--- config.mk ---
export PLATFORM = sky130hd
export DESIGN_NAME = lcr_regs
export DESIGN_NICKNAME = d
export VERILOG_FILES = /design/src/rtl/lcr_pkg.sv /design/src/rtl/lcr_regs.sv
export VERILOG_INCLUDE_DIRS = /design/src /design/src/rtl
export SDC_FILE = /design/constraint.sdc
export NUM_CORES = 1
export LEC_CHECK = 0
export BUFFER_PORTS_ARGS = -buffer_cell sky130_fd_sc_hd__buf_2
export CAP_MARGIN = 0
export CELL_PAD_IN_SITES_DETAIL_PLACEMENT = 0
export CELL_PAD_IN_SITES_GLOBAL_PLACEMENT = 1
export CORE_MARGIN = 10
export CORE_UTILIZATION = 40
export CTS_CLUSTER_SIZE = 28
export DETAILED_ROUTE_END_ITERATION = 10
export HOLD_SLACK_MARGIN = 0.02
export PLACE_DENSITY = 0.84
export SLEW_MARGIN = 5
export SYNTH_ARGS = -nofsm -noshare
export SYNTH_HDL_FRONTEND = slang
export SYNTH_SLANG_ARGS = --single-unit
--- constraint.sdc ---
create_clock -name CLK -period 4.6 [get_ports CLK]
set_input_delay 0.46 -clock CLK [delete_from_list [all_inputs] [get_ports CLK]]
set_output_delay 0.46 -clock CLK [all_outputs]
set_load 0.03 [all_outputs]
--- src/rtl/lcr_cfg.svh ---
`ifndef LCR_CFG_SVH
`define LCR_CFG_SVH
// ************************************************************
// Register offsets
// ************************************************************
`define LCR_OFS_EQ      8'h2C
`define LCR_OFS_SWA     8'h2D
`define LCR_OFS_DEMA    8'h2E
`define LCR_OFS_IDLTH   8'h2F
`define LCR_OFS_IRSEL   8'h32
`define LCR_OFS_SWB     8'h34
// ************************************************************
// Reset values
// ************************************************************
`define LCR_RST_EQ      8'h20
`define LCR_RST_SWA     8'h03
`define LCR_RST_DEMA    8'h03
`define LCR_RST_IDLTH   8'h00
`define LCR_RST_IRSEL   8'h00
`define LCR_RST_SWB     8'h03
// ************************************************************
// Field positions and writable masks
// ************************************************************
`define LCR_EQ_EN_BIT   5
`define LCR_DEM_TYPE_BIT 7
`define LCR_IDLE_AUTO_BIT 5
`define LCR_IDLE_FORCE_BIT 4
`define LCR_RATE_AUTO_BIT 1
`define LCR_RATE_FORCE_BIT 0
`define LCR_MSK_EQ      8'h3F
`define LCR_MSK_SW      8'h7F
`define LCR_MSK_DEM     8'hFF
`define LCR_MSK_IDLTH   8'h0F
`define LCR_MSK_IRSEL   8'h33
// ************************************************************
// Decoded codes
// ************************************************************
`define LCR_EQ_BYPASS   6'h20
`define LCR_SW_600      7'h03
`define LCR_SW_800      7'h07
`define LCR_SW_1000     7'h0F
`define LCR_SW_1200     7'h1F
`define LCR_SW_RSVD     7'h3F
`define LCR_DEM_0DB     8'h01
`define LCR_DEM_3P5     8'hE8
`define LCR_DEM_6P0     8'h88
`define LCR_DEM_9P0     8'h90
`define LCR_DEM_12P0    8'hA0
`endif

--- src/rtl/lcr_pkg.sv ---
`default_nettype none
package lcr_pkg;
    // Equalizer strength: bypass, then eight boost steps, then unsupported
    typedef enum logic [3:0] {
        LCR_EQ_BYP, LCR_EQ_5DB, LCR_EQ_9DB, LCR_EQ_11P7DB, LCR_EQ_14P6DB,
        LCR_EQ_18P4DB, LCR_EQ_20DB, LCR_EQ_21P2DB, LCR_EQ_28P4DB, LCR_EQ_BAD
    } lcr_eq_t;
    typedef enum logic [2:0] {
        LCR_SW_600MV, LCR_SW_800MV, LCR_SW_1000MV, LCR_SW_1200MV, LCR_SW_RESV, LCR_SW_BAD
    } lcr_sw_t;
    typedef enum logic [2:0] {
        LCR_DE_0DB, LCR_DE_M3P5DB, LCR_DE_M6DB, LCR_DE_M9DB, LCR_DE_M12DB, LCR_DE_BAD
    } lcr_de_t;
endpackage
`default_nettype wire

--- src/rtl/lcr_regs.sv ---
// How it works
// - Equalizer field: enable bit 5, gain stage bits 4:3, boost bits 2:0.
// - Equalizer code 20 hex means bypass and is the reset default.
// - Codes 2A,30,32,39,35,37,3B,3D decode as rising boost, 5 to 28.4 dB.
// - Swing codes 03,07,0F,1F give 600 to 1200 mV; 03 default; 3F reserved.
// - De-emphasis bit 7 picks compatibility (0) or enhanced (1) type.
// - De-emphasis 01,E8,88,90,A0 decode as 0,-3.5,-6,-9,-12 dB.
// - Idle threshold: de-assert select bits 3:2, assert select bits 1:0.
// - Threshold codes 00..11 map 110/70, 150/110, 170/130, 190/150 mV.
// - Idle auto bit 5 set means automatic idle; else force bit 4 rules.
// - Manual idle: force 0 keeps output on, detect off; 1 mutes output.
// - Rate auto bit 1 set means automatic rate; else force bit 0 rules.
`include "lcr_cfg.svh"
`timescale 1ns/1ps
`default_nettype none
module lcr_regs
    import lcr_pkg::*;
(
    // Clock and reset
    input  wire logic       CLK,
    input  wire logic       SYS_RST,
    // Management access
    input  wire logic       WR_EN,
    input  wire logic       RD_EN,
    input  wire logic [7:0] ADDR,
    input  wire logic [7:0] WR_DATA,
    output logic      [7:0] RD_DATA,
    output logic            RD_HIT,
    // Equalizer controls
    output logic            EQ_ENABLE,
    output logic      [1:0] GAIN_STAGE_SELECTOR,
    output logic      [2:0] BOOST_LEVEL_SELECTOR,
    output lcr_eq_t         EQ_STRENGTH,
    // Idle thresholds
    output logic      [1:0] IDLE_DEASSERT_SEL,
    output logic      [1:0] IDLE_ASSERT_SEL,
    output logic      [7:0] IDLE_DEASSERT_MV,
    output logic      [7:0] IDLE_ASSERT_MV,
    // Output port a zero drive
    output lcr_sw_t         OUTPUT_SWING_A,
    output logic            DEEMPHASIS_ENHANCED_A,
    output lcr_de_t         DEEMPHASIS_SETTING_A,
    // Output port b zero drive and idle/rate
    output lcr_sw_t         OUTPUT_SWING_B,
    output logic            IDLE_AUTO_B,
    output logic            OUTPUT_MUTE_B,
    output logic            SIGNAL_DETECT_EN_B,
    output logic            RATE_AUTO_B,
    output logic            RATE_HIGH_B
);
    // ************************************************************
    // Storage
    // ************************************************************
    logic [7:0] eq_q, eq_d, swa_q, swa_d, dema_q, dema_d;
    logic [7:0] idl_q, idl_d, irs_q, irs_d, swb_q, swb_d;
    logic [7:0] rd_q, rd_d;
    logic       hit_q, hit_d;

    function automatic lcr_sw_t sw_decode(input logic [6:0] c);
        case (c)
            `LCR_SW_600:  sw_decode = LCR_SW_600MV;
            `LCR_SW_800:  sw_decode = LCR_SW_800MV;
            `LCR_SW_1000: sw_decode = LCR_SW_1000MV;
            `LCR_SW_1200: sw_decode = LCR_SW_1200MV;
            `LCR_SW_RSVD: sw_decode = LCR_SW_RESV;
            default:      sw_decode = LCR_SW_BAD;
        endcase
    endfunction

    function automatic logic [7:0] th_mv(input logic [1:0] c, input logic deassert);
        case (c)
            2'h0:    th_mv = deassert ? 8'h6E : 8'h46;
            2'h1:    th_mv = deassert ? 8'h96 : 8'h6E;
            2'h2:    th_mv = deassert ? 8'hAA : 8'h82;
            default: th_mv = deassert ? 8'hBE : 8'h96;
        endcase
    endfunction

    // Reserved bits are masked on write so readback always shows zero there
    always_comb begin
        eq_d   = eq_q;
        swa_d  = swa_q;
        dema_d = dema_q;
        idl_d  = idl_q;
        irs_d  = irs_q;
        swb_d  = swb_q;
        if (WR_EN) begin
            case (ADDR)
                `LCR_OFS_EQ:    eq_d   = WR_DATA & `LCR_MSK_EQ;
                `LCR_OFS_SWA:   swa_d  = WR_DATA & `LCR_MSK_SW;
                `LCR_OFS_DEMA:  dema_d = WR_DATA & `LCR_MSK_DEM;
                `LCR_OFS_IDLTH: idl_d  = WR_DATA & `LCR_MSK_IDLTH;
                `LCR_OFS_IRSEL: irs_d  = WR_DATA & `LCR_MSK_IRSEL;
                `LCR_OFS_SWB:   swb_d  = WR_DATA & `LCR_MSK_SW;
                default: begin
                end
            endcase
        end
        rd_d  = 8'h00;
        hit_d = 1'b1;
        case (ADDR)
            `LCR_OFS_EQ:    rd_d = eq_q;
            `LCR_OFS_SWA:   rd_d = swa_q;
            `LCR_OFS_DEMA:  rd_d = dema_q;
            `LCR_OFS_IDLTH: rd_d = idl_q;
            `LCR_OFS_IRSEL: rd_d = irs_q;
            `LCR_OFS_SWB:   rd_d = swb_q;
            default:        hit_d = 1'b0;
        endcase
        if (!RD_EN) begin
            rd_d  = rd_q;
            hit_d = hit_q;
        end
    end

    always_ff @(posedge CLK) begin
        if (SYS_RST) begin
            eq_q   <= `LCR_RST_EQ;
            swa_q  <= `LCR_RST_SWA;
            dema_q <= `LCR_RST_DEMA;
            idl_q  <= `LCR_RST_IDLTH;
            irs_q  <= `LCR_RST_IRSEL;
            swb_q  <= `LCR_RST_SWB;
            rd_q   <= 8'h00;
            hit_q  <= 1'b0;
        end else begin
            eq_q   <= eq_d;
            swa_q  <= swa_d;
            dema_q <= dema_d;
            idl_q  <= idl_d;
            irs_q  <= irs_d;
            swb_q  <= swb_d;
            rd_q   <= rd_d;
            hit_q  <= hit_d;
        end
    end

    // ************************************************************
    // Field decode
    // ************************************************************
    assign RD_DATA              = rd_q;
    assign RD_HIT               = hit_q;
    assign EQ_ENABLE            = eq_q[`LCR_EQ_EN_BIT];
    assign GAIN_STAGE_SELECTOR  = eq_q[4:3];
    assign BOOST_LEVEL_SELECTOR = eq_q[2:0];

    always_comb begin
        case (eq_q[5:0])
            `LCR_EQ_BYPASS: EQ_STRENGTH = LCR_EQ_BYP;
            6'h2A:          EQ_STRENGTH = LCR_EQ_5DB;
            6'h30:          EQ_STRENGTH = LCR_EQ_9DB;
            6'h32:          EQ_STRENGTH = LCR_EQ_11P7DB;
            6'h39:          EQ_STRENGTH = LCR_EQ_14P6DB;
            6'h35:          EQ_STRENGTH = LCR_EQ_18P4DB;
            6'h37:          EQ_STRENGTH = LCR_EQ_20DB;
            6'h3B:          EQ_STRENGTH = LCR_EQ_21P2DB;
            6'h3D:          EQ_STRENGTH = LCR_EQ_28P4DB;
            default:        EQ_STRENGTH = LCR_EQ_BAD;
        endcase
        case (dema_q)
            `LCR_DEM_0DB:  DEEMPHASIS_SETTING_A = LCR_DE_0DB;
            `LCR_DEM_3P5:  DEEMPHASIS_SETTING_A = LCR_DE_M3P5DB;
            `LCR_DEM_6P0:  DEEMPHASIS_SETTING_A = LCR_DE_M6DB;
            `LCR_DEM_9P0:  DEEMPHASIS_SETTING_A = LCR_DE_M9DB;
            `LCR_DEM_12P0: DEEMPHASIS_SETTING_A = LCR_DE_M12DB;
            default:       DEEMPHASIS_SETTING_A = LCR_DE_BAD;
        endcase
    end

    assign IDLE_DEASSERT_SEL     = idl_q[3:2];
    assign IDLE_ASSERT_SEL       = idl_q[1:0];
    assign IDLE_DEASSERT_MV      = th_mv(idl_q[3:2], 1'b1);
    assign IDLE_ASSERT_MV        = th_mv(idl_q[1:0], 1'b0);
    assign OUTPUT_SWING_A        = sw_decode(swa_q[6:0]);
    assign OUTPUT_SWING_B        = sw_decode(swb_q[6:0]);
    assign DEEMPHASIS_ENHANCED_A = dema_q[`LCR_DEM_TYPE_BIT];
    // In automatic mode the analogue detector owns muting; force bit is ignored
    assign IDLE_AUTO_B           = irs_q[`LCR_IDLE_AUTO_BIT];
    assign OUTPUT_MUTE_B         = !IDLE_AUTO_B && irs_q[`LCR_IDLE_FORCE_BIT];
    assign SIGNAL_DETECT_EN_B    = IDLE_AUTO_B;
    assign RATE_AUTO_B           = irs_q[`LCR_RATE_AUTO_BIT];
    assign RATE_HIGH_B           = !RATE_AUTO_B && irs_q[`LCR_RATE_FORCE_BIT];

    // ************************************************************
    // Checks
    // ************************************************************
    a_eq_default: assert property (@(posedge CLK) SYS_RST |=> eq_q == `LCR_RST_EQ)
        else $error("equalizer default wrong");
    // Host strobes leave one idle edge between them, so the read lands two edges after the write
    a_write_readback: assert property (@(posedge CLK) disable iff (SYS_RST)
        (WR_EN && ADDR == `LCR_OFS_SWA) ##1 !WR_EN ##1 (RD_EN && ADDR == `LCR_OFS_SWA && !WR_EN)
        |=> RD_DATA == ($past(WR_DATA, 3) & `LCR_MSK_SW))
        else $error("swing readback wrong");
    a_rsvd_zero: assert property (@(posedge CLK) disable iff (SYS_RST)
        (irs_q & 8'hCC) == 8'h00 && (idl_q & 8'hF0) == 8'h00 && (eq_q & 8'hC0) == 8'h00
        && !swa_q[7] && !swb_q[7])
        else $error("reserved bits nonzero");
    a_mute_manual: assert property (@(posedge CLK) disable iff (SYS_RST)
        !irs_q[`LCR_IDLE_AUTO_BIT] |-> OUTPUT_MUTE_B == irs_q[`LCR_IDLE_FORCE_BIT] && !SIGNAL_DETECT_EN_B)
        else $error("mute without manual force");
    a_rate_manual: assert property (@(posedge CLK) disable iff (SYS_RST)
        (WR_EN && ADDR == `LCR_OFS_IRSEL && !WR_DATA[`LCR_RATE_AUTO_BIT])
        |=> RATE_HIGH_B == $past(WR_DATA[`LCR_RATE_FORCE_BIT]))
        else $error("manual rate wrong");
    a_eq_decode: assert property (@(posedge CLK) disable iff (SYS_RST)
        eq_q[5:0] == 6'h3D |-> EQ_STRENGTH == LCR_EQ_28P4DB && BOOST_LEVEL_SELECTOR == 3'h5)
        else $error("equalizer decode wrong");
    a_dem_decode: assert property (@(posedge CLK) disable iff (SYS_RST)
        dema_q == 8'hE8 |-> DEEMPHASIS_SETTING_A == LCR_DE_M3P5DB && DEEMPHASIS_ENHANCED_A)
        else $error("de-emphasis decode wrong");
    a_swing_decode: assert property (@(posedge CLK) disable iff (SYS_RST)
        swb_q == 8'h1F |-> OUTPUT_SWING_B == LCR_SW_1200MV)
        else $error("swing decode wrong");
    a_thresh_map: assert property (@(posedge CLK) disable iff (SYS_RST)
        idl_q[3:2] == 2'h3 |-> IDLE_DEASSERT_MV == 8'hBE)
        else $error("threshold map wrong");
endmodule
`default_nettype wire

==> reports/qor.csv <==
stage;metric;value;unit
status;status;complete, no violations;
timing;Layout Skew;4.79;ps
synth;Synth Flop Type;dfxtp_1;
timing;max-slew violations;0;
cells_and_area;Antenna Cells;0;
die;Rows;28;
timing;Final Critical Period;2260;ps
die;height of the die;98.3;um
critical_path;CP Capture Type;primary output;
clock_network;Post-CTS Hold Buffers;0;
die;# IOs;74;
critical_path;FF-to-FF setup slack;3250;ps
die;die area;9670;um^2
timing;Worst Max-Slew Pin Slew;751;ps
synth;YS warnings;0;
drt;Final ANT Viol Nets;0;
place;port buffer count;69;
cells_and_area;fillers;633;
synth;Post-synth EDFFs;0;
synth;sequential area share after synthesis;0.367;
job;Max Cap Viol;0;
cells_and_area;Area Growth Syn to Fin;18.3;%
cells_and_area;post-route non-filler standard cell count;435;
synth;Synth Register Bits;45;
synth;Mean Syn Cell Area;8.04;um^2
grt;Total Routing Usage GR;0.147;
pwr;maximum vdd ir drop;152;uV
cells_and_area;Final Core Density;0.487;
drt;# DRC;0;
clock_network;CTS max path bufs;2;
timing;final hold vios;0;
drt;Post-Route WL;7360;um
cells_and_area;layout cell share with drive strength beyond 1;0.236;
drt;DR WL/cell;16.9;um
die;Die X-Extent;98.3;um
synth;synthesized area;2450;um^2
drt;DRT iter0 DRCs;220;
drt;vias;2316;
timing;RSZ-0062 raised after global routing;false;
synth;Async SR Flop Fraction;0;
timing;Final TNS setup;0;ps
critical_path;CP Launch Type;register;
place;placed insts;427;
critical_path;Crit path required time;4140;ps
drt;routed vias/inst;5.32;
clock_network;root buffer cell;clkbuf_8;
grt;met3 Use GR;0.0479;
clock_network;# H-tree levels;2;
place;routability cong.;0.923;
place;DP Wirelength;5510;um
grt;GRT busiest layer;met2;
timing;Final Cycle Share;0.491;
clock_network;PostCTS Resize Cnt;0;
pwr;leakage;1.36;nW
critical_path;Worst EP arrival;1800;ps
clock_network;CTS sink cnt;45;
clock_network;postcts setup bufs;0;
grt;largest net degree at the start of global routing;41;
grt;global-route wire length before repair;11800;um
grt;number of global-route vias before repair;2198;
timing;Setup violations, final;0;
pwr;power per standard cell area;278;nW/um^2
grt;initial antenna violation count;0;
grt;Congestion Overflow GR;0;
clock_network;clk_lat worst skew;310;ps
grt;GR met2 Demand/Resource;0.227;
clock_network;CTS tree;done;
timing;Max Fclk;442;MHz
timing;max_slew headroom;0.499;
die;initial core utilization;0.412;
critical_path;crit path max fanout;6;
min_path;Hold WC Path Type;primary input to register;
cells_and_area;layout net count;379;
critical_path;worst setup path category;register to primary output;
clock_network;Num CTS Buffers;5;
clock_network;clock-pin slew on the worst setup and hold paths;90;ps
synth;Mapped Cells;305;
synth;library cells used by synthesis;50;
grt;met1 usage;0.188;
drt;first-pass iteration count of the detailed router;4;
die;core area;5960;um^2
## logic make-up (layout without fill, tap and decap cells)
group                     count (synthesis)  after routing  synth area share
xor gates and xnor gates                  5              5            0.0178
DFF                                      45             45             0.367
and+or+nand+nor                         139            139             0.293
other                                     2              4           0.00306
buffers and inverters                    33             86            0.0673
AOI/OAI and AO/OA                        60             60             0.166
muxes                                    21             21            0.0857
## metrics by stage
step | power, mW | area [um^2] | hold WS, ps | worst slack [ps]
CTS | 0.808 | 2900 | 386 | 2340
global placement | 0.454 | 2770 | 442 | 2540
floorplan | 0.434 | 2460 | 444 | 2600
finish | 0.806 | 2900 | 386 | 2340
global route | 0.838 | 2900 | 390 | 2220
detailed placement | 0.454 | 2770 | 444 | 2550
## flip-flops by register name, indices dropped and copies added (netlist names)
signal   count
swa_q        7
swb_q        7
RD_HIT       1
idl_q        4
RD_DATA      8
irs_q        4
dema_q       8
eq_q         6
## cell usage in the layout, fill, tap and decap left out, types with 2 or more instances in the layout
cell type	instances
nand3_1	10
nand2b_1	6
xor2_1	5
nand2_1	38
o21ai_1	5
a21oi_1	17
nor4b_1	2
a222oi_1	2
or3_4	2
and2_1	2
nor2b_1	6
a211oi_1	2
a22oi_1	7
and3_1	2
mux2i_1	21
inv_1	9
conb_1	4
o21ai_0	6
dfxtp_1	45
nand3b_1	4
clkbuf_8	5
nor4_1	2
o21bai_1	2
nor2_1	42
bufinv_16	2
a221oi_1	2
a211o_1	5
or3_1	2
o21a_1	3
buf_2	69
nor3_1	10
o2bb2ai_1	4
## final timing paths
| path | endpoint | cells past startpoint | startpoint |
|---|---|---|---|
| min | dema_q[7] | 3 | WR_DATA[7] |
| max reg2reg | RD_DATA[0] | 5 | eq_q[0] |
| max | DEEMPHASIS_SETTING_A[2] | 5 | dema_q[7] |
| min reg2reg | RD_DATA[3] | 2 | RD_DATA[3] |
## layout make-up
class	instances	area, um^2	share of cell area
multi-input combinational	229	1400	0.481
sequential	45	901	0.310
timing repair buffer	69	345	0.119
tap	75	93.8	0.0323
clock buffer	5	68.8	0.0237
clock inverter	3	65.1	0.0224
inverter	9	33.8	0.0116
## cells in the mapped netlist (all sizes together) (3+ instances only)
| master | n | share of area |
|---|---|---|
| dfxtp | 45 | 0.37 |
| nor2 | 42 | 0.064 |
| nand2 | 38 | 0.058 |
| mux2i | 21 | 0.086 |
| a21oi | 17 | 0.035 |
| buf | 13 | 0.037 |
| clkbuf | 11 | 0.017 |
| nand3 | 11 | 0.024 |
| nor3 | 11 | 0.027 |
| o21ai | 11 | 0.022 |
| inv | 9 | 0.014 |
| a22oi | 7 | 0.021 |
| nand2b | 6 | 0.015 |
| nor2b | 6 | 0.015 |
| a211o | 5 | 0.018 |
| xor2 | 5 | 0.018 |
| nand3b | 4 | 0.012 |
| o2bb2ai | 4 | 0.014 |
| or3 | 4 | 0.014 |
| o21a | 3 | 0.0092 |
## metal layers
layer / wire [um] / vias up
li1: - / 1169
met3: 489 / 10
met1: 3520 / 1068
met4: 86 / 0
met2: 3260 / 69
met5: 0 / -
## worst max-delay path, stage by stage (launching register included)
cell and delay, ps:
dfxtp_1 420, nor2b_1 280, a22oi_1 130, o32a_1 300
o22a_1 190, buf_2 170
## where the power goes
| part | switching, mW | internal [mW] | leakage, nW | total, mW |
|---|---|---|---|---|
| clock network | 0.144 | 0.216 | 0.0681 | 0.360 |
| logic | 0.0387 | 0.0158 | 0.932 | 0.0546 |
| registers | 0.000876 | 0.390 | 0.363 | 0.391 |
| total | 0.184 | 0.622 | 1.36 | 0.806 |
(Power assumes the default switching activity.)
